### src/hw/lcb_consts.vh
// Constants for the coprocessor bus access control block.
// Function
// - Tenure timer limits bus mastership time.
// - Rest timer sets least wait before re-request.
// - Timers programmed apart; trigger source selectable.
// - Internal mode: grant time exceeds tenure, release.
// - External mode: throttle input starts tenure timer.
// - During port strobe, data is slave control.
// - Legacy mode: 24-bit addresses, one 64-Kbyte segment.
// - Segmented: 32-bit, one segment; linear unrestricted.
// - Big- and little-endian byte order supported.
// - Float bus outputs when not holding bus.
// - Address release request floats address bus.
// - Attention strobe triggers control block re-examination.
// - Port access: alternate pointer, dump, reset, self-test.
`ifndef LCB_CONSTS_VH
`define LCB_CONSTS_VH

// Register byte offsets.
`define LCB_REG_CTRL 8'h00
`define LCB_REG_TENURE 8'h04
`define LCB_REG_REST 8'h08
`define LCB_REG_SEGBASE 8'h0C
`define LCB_REG_STATUS 8'h10
`define LCB_REG_ALTPTR 8'h14
`define LCB_REG_ATTNCNT 8'h18

// Control register fields.
`define LCB_CTRL_EXTTRIG 0
`define LCB_CTRL_MODE_LO 1
`define LCB_CTRL_MODE_HI 2
`define LCB_CTRL_BIGEND 3

// Status register fields.
`define LCB_STAT_STATE_LO 0
`define LCB_STAT_STATE_HI 1
`define LCB_STAT_REQ 2
`define LCB_STAT_TENRUN 3
`define LCB_STAT_RESTRUN 4
`define LCB_STAT_ATTN 8

// Addressing modes.
`define LCB_MODE_LEGACY 2'h0
`define LCB_MODE_SEGMENT 2'h1
`define LCB_MODE_LINEAR 2'h2

// Port access commands in data bits 3:0.
`define LCB_PORT_RESET 4'h0
`define LCB_PORT_SELFTEST 4'h1
`define LCB_PORT_ALTPTR 4'h2
`define LCB_PORT_DUMP 4'h3

// Reset values.
`define LCB_CTRL_RST 4'h0
`define LCB_TENURE_RST 16'h0040
`define LCB_REST_RST 16'h0010
`define LCB_SEGBASE_RST 32'h0000_0000

// Timer width.
`define LCB_TMR_W 16

`endif

### src/hw/lcb_cycle_timer.v
// Down-counting clock-cycle timer used for the tenure and rest limits.
`timescale 1ns/1ns
`include "lcb_consts.vh"

module lcb_cycle_timer (
    input wire clk,                         // system clock
    input wire rst_b,                       // async reset, active low
    input wire start,                       // load and run
    input wire stop,                        // abandon the count
    input wire [`LCB_TMR_W-1:0] loadValue,  // programmed cycles
    output wire running,                    // timer counting
    output wire expired                     // last counted cycle
);

    reg [`LCB_TMR_W-1:0] count_r;
    reg running_r;

    assign running = running_r;
    assign expired = running_r && (count_r == `LCB_TMR_W'h0001);

    // A programmed zero counts as one cycle so the timer always ends.
    always @(posedge clk or negedge rst_b) begin
        if (!rst_b) begin
            count_r <= `LCB_TMR_W'h0000;
            running_r <= 1'b0;
        end else if (start) begin
            count_r <= (loadValue == `LCB_TMR_W'h0000) ? `LCB_TMR_W'h0001 : loadValue;
            running_r <= 1'b1;
        end else if (stop || expired) begin
            running_r <= 1'b0;
        end else if (running_r) begin
            count_r <= count_r - `LCB_TMR_W'h0001;
        end
    end

endmodule

### src/hw/lcb_access_ctrl.v
// Bus access control of a LAN coprocessor sharing a 32-bit processor bus.
//
// Decided for this implementation: the register offsets and the strobed register port.
`timescale 1ns/1ns
`include "lcb_consts.vh"

module lcb_access_ctrl (
    input wire clk,                  // system bus clock, 10 MHz
    input wire rst_b,                // async reset, active low
    input wire [7:0] regAddr,        // register byte address
    input wire [31:0] regWrData,     // register write data
    input wire regWr,                // register write strobe
    input wire regRd,                // register read strobe
    output reg [31:0] regRdData,     // read data, cycle after strobe
    input wire xferPending,          // engine has bus work queued
    input wire [31:0] coreAddr,      // engine address
    input wire [31:0] coreWrData,    // engine write data
    input wire busGrantIn,           // bus grant from processor
    input wire throttleTriggerIn,    // external throttle trigger
    input wire attentionStrobeN,     // channel attention, active low
    input wire coprocResetIn,        // hardware reset from glue
    input wire slavePortStrobeN,     // slave port strobe, active low
    input wire [31:0] busDataIn,     // bus data input
    input wire addrReleaseReq,       // address release request
    output wire busRequest,          // bus hold request
    output reg [31:0] busAddrOut,    // bus address out
    output wire busAddrOutEnN,       // address drive enable, low drives
    output reg [31:0] busDataOut,    // bus data out
    output wire busDataOutEnN,       // data/control drive enable, low drives
    output reg scbCheckReq,          // pulse: re-read control block
    output reg selfTestReq,          // pulse: run self-test
    output reg swResetReq,           // pulse: software reset
    output reg dumpReq               // pulse: run dump command
);

    // ------------------------------------------------------------
    // State encoding
    // ------------------------------------------------------------
    localparam [1:0] ST_IDLE = 2'h0;
    localparam [1:0] ST_REQ = 2'h1;
    localparam [1:0] ST_OWN = 2'h2;
    localparam [1:0] ST_REST = 2'h3;

    reg [1:0] state_r;
    reg [1:0] state_nxt;
    reg [3:0] ctrl_r;
    reg [15:0] tenureVal_r;
    reg [15:0] restVal_r;
    reg [31:0] segBase_r;
    reg [31:0] altPtr_r;
    reg [31:0] attnCount_r;
    reg attnPending_r;
    reg attnSeen_r;
    reg trigSeen_r;
    reg portSeen_r;
    reg tenureStart;
    reg restStart;
    wire tenureRun;
    wire tenureDone;
    wire restRun;
    wire restDone;
    wire extTrig;
    wire [1:0] addrMode;
    wire bigEnd;
    wire attnEdge;
    wire trigEdge;
    wire portEdge;
    wire resetAll;
    wire owning;

    assign extTrig = ctrl_r[`LCB_CTRL_EXTTRIG];
    assign addrMode = ctrl_r[`LCB_CTRL_MODE_HI:`LCB_CTRL_MODE_LO];
    assign bigEnd = ctrl_r[`LCB_CTRL_BIGEND];
    assign attnEdge = !attentionStrobeN && !attnSeen_r;
    assign trigEdge = throttleTriggerIn && !trigSeen_r;
    assign portEdge = !slavePortStrobeN && !portSeen_r;

    // A software reset by port access restarts the arbiter like the pin does.
    assign resetAll = coprocResetIn || swResetReq;
    assign owning = (state_r == ST_OWN) && busGrantIn;

    // ------------------------------------------------------------
    // Throttle timers
    // ------------------------------------------------------------
    lcb_cycle_timer u_tenure (
        .clk(clk),
        .rst_b(rst_b),
        .start(tenureStart),
        .stop(resetAll || (state_r != ST_OWN)),
        .loadValue(tenureVal_r),
        .running(tenureRun),
        .expired(tenureDone)
    );

    lcb_cycle_timer u_rest (
        .clk(clk),
        .rst_b(rst_b),
        .start(restStart),
        .stop(resetAll),
        .loadValue(restVal_r),
        .running(restRun),
        .expired(restDone)
    );

    // ------------------------------------------------------------
    // Arbitration state machine
    // ------------------------------------------------------------
    always @* begin
        state_nxt = state_r;
        tenureStart = 1'b0;
        restStart = 1'b0;
        case (state_r)
            ST_IDLE: begin
                if (xferPending) begin
                    state_nxt = ST_REQ;
                end
            end
            ST_REQ: begin
                if (busGrantIn) begin
                    state_nxt = ST_OWN;
                    // Internal mode measures grant time from its first cycle.
                    tenureStart = !extTrig;
                end
            end
            ST_OWN: begin
                if (extTrig && trigEdge && !tenureRun) begin
                    tenureStart = 1'b1;
                end
                if (tenureDone || !xferPending) begin
                    state_nxt = ST_REST;
                    restStart = 1'b1;
                end
            end
            ST_REST: begin
                if (restDone) begin
                    state_nxt = ST_IDLE;
                end
            end
            default: begin
                state_nxt = ST_IDLE;
            end
        endcase
        if (resetAll) begin
            state_nxt = ST_IDLE;
            tenureStart = 1'b0;
            restStart = 1'b0;
        end
    end

    always @(posedge clk or negedge rst_b) begin
        if (!rst_b) begin
            state_r <= ST_IDLE;
        end else begin
            state_r <= state_nxt;
        end
    end

    // Request stays low in rest and is dropped in the same cycle the limit ends.
    assign busRequest = (state_r == ST_REQ) ||
                        ((state_r == ST_OWN) && !tenureDone && xferPending);

    // ------------------------------------------------------------
    // Bus drive enables
    // ------------------------------------------------------------
    assign busDataOutEnN = !owning;
    assign busAddrOutEnN = !owning || addrReleaseReq;

    // ------------------------------------------------------------
    // Address formation and byte order
    // ------------------------------------------------------------
    always @(posedge clk or negedge rst_b) begin
        if (!rst_b) begin
            busAddrOut <= 32'h0000_0000;
            busDataOut <= 32'h0000_0000;
        end else begin
            case (addrMode)
                `LCB_MODE_LEGACY: begin
                    busAddrOut <= {8'h00, segBase_r[23:16], coreAddr[15:0]};
                end
                `LCB_MODE_SEGMENT: begin
                    busAddrOut <= {segBase_r[31:16], coreAddr[15:0]};
                end
                `LCB_MODE_LINEAR: begin
                    busAddrOut <= coreAddr;
                end
                default: begin
                    busAddrOut <= coreAddr;
                end
            endcase
            if (bigEnd) begin
                busDataOut <= {coreWrData[7:0], coreWrData[15:8],
                               coreWrData[23:16], coreWrData[31:24]};
            end else begin
                busDataOut <= coreWrData;
            end
        end
    end

    // ------------------------------------------------------------
    // Attention, throttle and port strobes
    // ------------------------------------------------------------
    always @(posedge clk or negedge rst_b) begin
        if (!rst_b) begin
            attnSeen_r <= 1'b0;
            trigSeen_r <= 1'b0;
            portSeen_r <= 1'b0;
            scbCheckReq <= 1'b0;
            selfTestReq <= 1'b0;
            swResetReq <= 1'b0;
            dumpReq <= 1'b0;
            altPtr_r <= 32'h0000_0000;
            attnCount_r <= 32'h0000_0000;
        end else begin
            attnSeen_r <= !attentionStrobeN;
            trigSeen_r <= throttleTriggerIn;
            portSeen_r <= !slavePortStrobeN;
            scbCheckReq <= attnEdge;
            if (attnEdge) begin
                attnCount_r <= attnCount_r + 32'h0000_0001;
            end
            selfTestReq <= 1'b0;
            swResetReq <= 1'b0;
            dumpReq <= 1'b0;
            // Data on the bus is a command word, never a transfer word, here.
            if (portEdge) begin
                case (busDataIn[3:0])
                    `LCB_PORT_RESET: begin
                        swResetReq <= 1'b1;
                    end
                    `LCB_PORT_SELFTEST: begin
                        selfTestReq <= 1'b1;
                        altPtr_r <= {busDataIn[31:4], 4'h0};
                    end
                    `LCB_PORT_ALTPTR: begin
                        altPtr_r <= {busDataIn[31:4], 4'h0};
                    end
                    `LCB_PORT_DUMP: begin
                        dumpReq <= 1'b1;
                        altPtr_r <= {busDataIn[31:4], 4'h0};
                    end
                    default: begin
                        altPtr_r <= altPtr_r;
                    end
                endcase
            end
        end
    end

    // ------------------------------------------------------------
    // Register writes
    // ------------------------------------------------------------
    always @(posedge clk or negedge rst_b) begin
        if (!rst_b) begin
            ctrl_r <= `LCB_CTRL_RST;
            tenureVal_r <= `LCB_TENURE_RST;
            restVal_r <= `LCB_REST_RST;
            segBase_r <= `LCB_SEGBASE_RST;
            attnPending_r <= 1'b0;
        end else begin
            if (regWr) begin
                case (regAddr)
                    `LCB_REG_CTRL: begin
                        ctrl_r <= regWrData[3:0];
                    end
                    `LCB_REG_TENURE: begin
                        tenureVal_r <= regWrData[15:0];
                    end
                    `LCB_REG_REST: begin
                        restVal_r <= regWrData[15:0];
                    end
                    `LCB_REG_SEGBASE: begin
                        segBase_r <= regWrData;
                    end
                    default: begin
                        segBase_r <= segBase_r;
                    end
                endcase
            end
            // A new attention in the clearing cycle keeps the flag set.
            if (attnEdge) begin
                attnPending_r <= 1'b1;
            end else if (regWr && (regAddr == `LCB_REG_STATUS) &&
                         regWrData[`LCB_STAT_ATTN]) begin
                attnPending_r <= 1'b0;
            end
        end
    end

    // ------------------------------------------------------------
    // Register reads
    // ------------------------------------------------------------
    always @(posedge clk or negedge rst_b) begin
        if (!rst_b) begin
            regRdData <= 32'h0000_0000;
        end else if (regRd) begin
            case (regAddr)
                `LCB_REG_CTRL: begin
                    regRdData <= {28'h000_0000, ctrl_r};
                end
                `LCB_REG_TENURE: begin
                    regRdData <= {16'h0000, tenureVal_r};
                end
                `LCB_REG_REST: begin
                    regRdData <= {16'h0000, restVal_r};
                end
                `LCB_REG_SEGBASE: begin
                    regRdData <= segBase_r;
                end
                `LCB_REG_STATUS: begin
                    regRdData <= {23'h00_0000, attnPending_r, 3'h0, restRun, tenureRun,
                                  busRequest, state_r};
                end
                `LCB_REG_ALTPTR: begin
                    regRdData <= altPtr_r;
                end
                `LCB_REG_ATTNCNT: begin
                    regRdData <= attnCount_r;
                end
                default: begin
                    regRdData <= 32'h0000_0000;
                end
            endcase
        end else begin
            regRdData <= 32'h0000_0000;
        end
    end

endmodule

### config.mk
export PLATFORM = sky130hd
export DESIGN_NAME = lcb_access_ctrl
export DESIGN_NICKNAME = d
export VERILOG_FILES = /design/src/hw/lcb_cycle_timer.v /design/src/hw/lcb_access_ctrl.v
export VERILOG_INCLUDE_DIRS = /design/src /design/src/hw
export SDC_FILE = /design/constraint.sdc
export NUM_CORES = 1
export LEC_CHECK = 0
export BUFFER_PORTS_ARGS = -buffer_cell sky130_fd_sc_hd__buf_4
export CORE_UTILIZATION = 45
export CTS_BUF_LIST = sky130_fd_sc_hd__clkbuf_16
export DETAILED_ROUTE_END_ITERATION = 16
export HOLD_SLACK_MARGIN = 0.1
export PLACE_DENSITY = 0.76
export SLEW_MARGIN = 20
export SYNTH_ARGS = -nofsm -noshare
export SYNTH_HDL_FRONTEND = slang
export SYNTH_SLANG_ARGS = --single-unit
### constraint.sdc
create_clock -name clk -period 3.6 [get_ports clk]
set_clock_uncertainty 0.2 [all_clocks]
set_input_delay 0 -clock clk [delete_from_list [all_inputs] [get_ports clk]]
set_output_delay 0 -clock clk [all_outputs]
set_load 0.02 [all_outputs]
==> metrics.txt, run 1 <==
status did not finish; last step reached clock tree synthesis (4_1_cts); Run Error [ERROR RSZ-0060] Max buffer count reached.; Post-Synthesis Mean Instance Area ~12 um2; top cells by area, synth dfrtp_1 (57%), mux2_2 (13%), a22o_1 (2.6%), xnor2_1 (2.6%), nor2_1 (2.3%); CTS sink cnt 268; Num CTS Buffers 29; Yosys Warn Count 0; die height between 150 and 200 um; syn_nets 1,099; number of buffers added on ports 249; CTS root buf clkbuf_16; Most used DFF post-synth dfrtp_1; CTS HTree Levels 1; Initial Utilization between 40 and 50%; dpl hpwl about 22 mm; I/O pins 250; Routability Congestion 0.887; Placed Area around 14,000 um2; Post-Syn Area ~12,000 um2; Synth cell types 50; top-count cell post-synth dfrtp_1; Post-Synthesis Cells between 900 and 1,000; Synth async-reset ratio 100%; Synth top area share around 57%; register area share after synthesis about 58%; row cnt 58; Synth top cells by count dfrtp_1 (266), mux2_2 (138), nor2_1 (72); CTS max path bufs 3; number of synthesized flops with an enable pin 0; Synth area leader dfrtp_1; # Post-CTS Setup Buffers 0; CTS Hold Bufs between 300 and 400; post_cts resized 0; die span in x ~160 um; synthesized flop and latch total approximately 270
[per-stage QoR]
stage,instances,hold slack (ps),setup slack [ps]
detailed placement,1488,-89.7,798
global placement,1488,-90.4,837
floorplan,942,-496,952
[cells by family after synthesis]
| group | synth area share [%] |
|---|---|
| xor gates and xnor gates | 4.00 |
| muxes | 15.5 |
| and+or+nand+nor | 10.9 |
| adders and majority gates | 1.08 |
| DFF | 57.9 |
| AOI/OAI and AO/OA | 8.45 |
| buffers and inverters | 2.22 |
==> inputs of run 2 (changes only) <==
--- a/config.mk
+++ b/config.mk
@@ -7,11 +7,9 @@
 export NUM_CORES = 1
 export LEC_CHECK = 0
 export BUFFER_PORTS_ARGS = -buffer_cell sky130_fd_sc_hd__buf_4
-export CORE_UTILIZATION = 45
-export CTS_BUF_LIST = sky130_fd_sc_hd__clkbuf_16
+export CORE_UTILIZATION = 30
 export DETAILED_ROUTE_END_ITERATION = 16
-export HOLD_SLACK_MARGIN = 0.1
-export PLACE_DENSITY = 0.76
+export PLACE_DENSITY_LB_ADDON = 0.15
 export SLEW_MARGIN = 20
 export SYNTH_ARGS = -nofsm -noshare
 export SYNTH_HDL_FRONTEND = slang
==> metrics.txt, run 2 <==
top-count cell post-synth dfrtp_1; final wirelength approximately 37 mm; CTS root buf clkbuf_16; Synth top area share 57.4% (unchanged); xor/xnor share of the synthesized area 4.00% (unchanged); CTS sink cnt 268 (unchanged); top cells by area, synth dfrtp_1 (57%), mux2_2 (13%), a22o_1 (2.6%), xnor2_1 (2.6%), nor2_1 (2.3%); Worst slew margin a little under a third; largest family of logic cells by synthesized area multiplexers; Num CTS Buffers 30 (+3.4%); commonest non-fill, non-tap cell in the layout dlygate4sd3_1; Core Box Area between 30,000 and 40,000 um2; first-pass GRT wire length about 58 mm; die area roughly 39,000 um2; first-pass detailed-route iteration total 5; fin worst setup slack ~310 ps; Routability Congestion 0.790 (-11%); Initial Utilization 30.6% (-15 points); crit path max fanout 8; TNS Setup 0 ps; Synth cell types 50 (unchanged); vias in the first global route between 10,000 and 15,000; dpl hpwl 24.2 mm (+12%); synthesized flop and latch total 268 (unchanged); I/O pins 250 (unchanged); clock insertion delay at the later pin of the skew report approximately 580 ps; largest net degree at the start of global routing 91; number of synthesized flops with an enable pin 0 (unchanged); die height 199 um (+22%); worst min path class primary input to flip-flop; via count 9,512; GRT busiest layer met2; Critical Path, Cell by Cell or4_1 -> or4_4 -> and3_4 -> a211o_1 -> dlygate4sd3_1 -> mux2i_1; Crit path required time 3860 ps; drt initial violations 453; row cnt 71 (+22%); Final nets 1,634; Synth async-reset ratio 100% (unchanged); GRT Overall Usage approximately a fifth; post_cts resized 0 (unchanged); CTS HTree Levels 1 (unchanged); Yosys Warn Count 0 (unchanged); Peak VDD IR ~420 uV; # Post-CTS Setup Buffers 0 (unchanged); Post-Syn Area 11,600 um2 (unchanged); P&R area growth vs syn 55.1%; Synth area leader dfrtp_1; clock tree from TritonCTS built; met2 usage between 30% and 40%; GRT overflow 0; initial antenna violation count 3; CTS Hold Bufs 286 (-7.4%); Detail Route Antenna Nets 0; Synth top cells by count dfrtp_1 (266), mux2_2 (138), nor2_1 (72); Final Max Slew Viols 0; compound-cell area share of the yosys netlist 8.45% (unchanged); Post-Synthesis Cells 942 (unchanged); die span in x 199 um (+22%); Most used DFF post-synth dfrtp_1; Pwr Total 8580 uW; RSZ-0062 raised after global routing no; critical path buffer and inverter count 1; CP delay by family, top simple AND/OR/NAND/NOR gates; slowest CP cell or4_1; fraction of layout instances using a drive strength above 1 31.1%; Crit path largest cell delay 660 ps; Simple-Gate Fraction of Synth Area 10.9% (unchanged); Hold Fails Final Rpt 0; register area share after synthesis 57.9% (unchanged); post-synthesis mux area share 15.5% (unchanged); Design Area, Final about 18,000 um2; final setup vio count 0; maxcap violations 0; routing usage on met3 4.65%; most frequent cells in the layout dlygate4sd3_1 (285), dfrtp_1 (266), buf_4 (266), mux2_2 (138), nor2_1 (71); crit path time final approximately 3300 ps; fmax 304 MHz; status complete, no violations; period utilisation layout 91.3%; Post-Synthesis Mean Instance Area 12.3 um2 (unchanged); M1 GR Usage between 20% and 30%; Hold WS 22.9 ps; Crit Path Category flip-flop to flip-flop; number of buffers added on ports 249 (unchanged); Residual DRC 0; Placed Area 14,100 um2 (+1.7%); Least-Margin Pin Slew roughly 1000 ps; drt via density about 4.7; clock-pin slew on the worst setup and hold paths ~60 ps; static leakage between 0.008 and 0.009 uW; nature of the critical path startpoint flip-flop; dpl ws 788 ps (-10.1 ps); Pwr per Cell Area between 400 and 500 nW/um2; Adder-Cell Fraction of Synth Area 1.08% (unchanged); Arrival @ worst endpoint approximately 3600 ps; syn_nets 1,099 (unchanged); CTS max path bufs 3 (unchanged); routed len/inst roughly 18 um; CP endpoint kind flip-flop
-- run 2: cell counts after synthesis --
No cell type changed its count.
-- run 2: metrics by stage --
step	util, %	cells
after floorplan	-	942
after global placement	37.2	1670
after detailed placement	37.2	1670
after CTS	47.5	2011
after global routing	47.5	2012
final	47.5	2012
-- run 2: area by class of cell --
class | count | area (um2)
Fill cell | 3529 | 19900
Sequential cell | 268 | 6710
Inverter | 14 | 52.6
Multi-Input combinational cell | 609 | 4640
Clock buffer | 43 | 880
Clock inverter | 12 | 149
Timing Repair Buffer | 554 | 4910
Antenna cell | 1 | 2.50
Tap cell | 511 | 639
-- run 2: path summary, 6_finish.rpt --
path | start | end | slack (ps) | depth (start not counted)
worst min-delay path | coreWrData[4] | busDataOut[4]$_DFF_PN0_ | 20 | 3
min in group asynchronous | rst_b | restVal_r[4]$_DFFE_PN1P_ | 380 | 3
max in group asynchronous | rst_b | busDataOut[6]$_DFF_PN0_ | 2300 | 4
worst max-delay path | u_tenure.count_r[7]$_DFFE_PN0P_ | state_r[1]$_DFFE_PN0P_ | 310 | 6
worst max register to register | u_tenure.count_r[7]$_DFFE_PN0P_ | state_r[1]$_DFFE_PN0P_ | 310 | 6
worst min register to register | attnPending_r$_DFFE_PN0P_ | attnPending_r$_DFFE_PN0P_ | 280 | 1
-- run 2: logic make-up after synthesis --
| kind of cell | count (synthesis) |
|---|---|
| flops | 268 |
| simple gates | 247 |
| mux | 162 |
| compound gates | 137 |
| buf+inv | 65 |
| xor+xnor | 53 |
| fa+ha+maj | 10 |
-- run 2: power by group --
part | internal, uW | total, uW | switching [uW]
Sequential | 3370 | 3720 | 353
Clock | 1900 | 3200 | 1290
Combinational | 913 | 1660 | 748
Total | 6190 | 8580 | 2400
-- run 2: metal layers --
layer	wire length, um	part of all wire (%)	vias up
met3	2230	6.0	54
met2	18300	49	237
li1	-	-	4478
met4	736	2.0	4
met5	25	0.067	-
met1	15800	43	4739
-- run 2: tightest hold or removal path, cell delays in order --
cell and delay [ps]:
dlygate4sd3_1 530, buf_4 100, mux2_2 130
No activity file was read; power rests on OpenSTA's default activity.
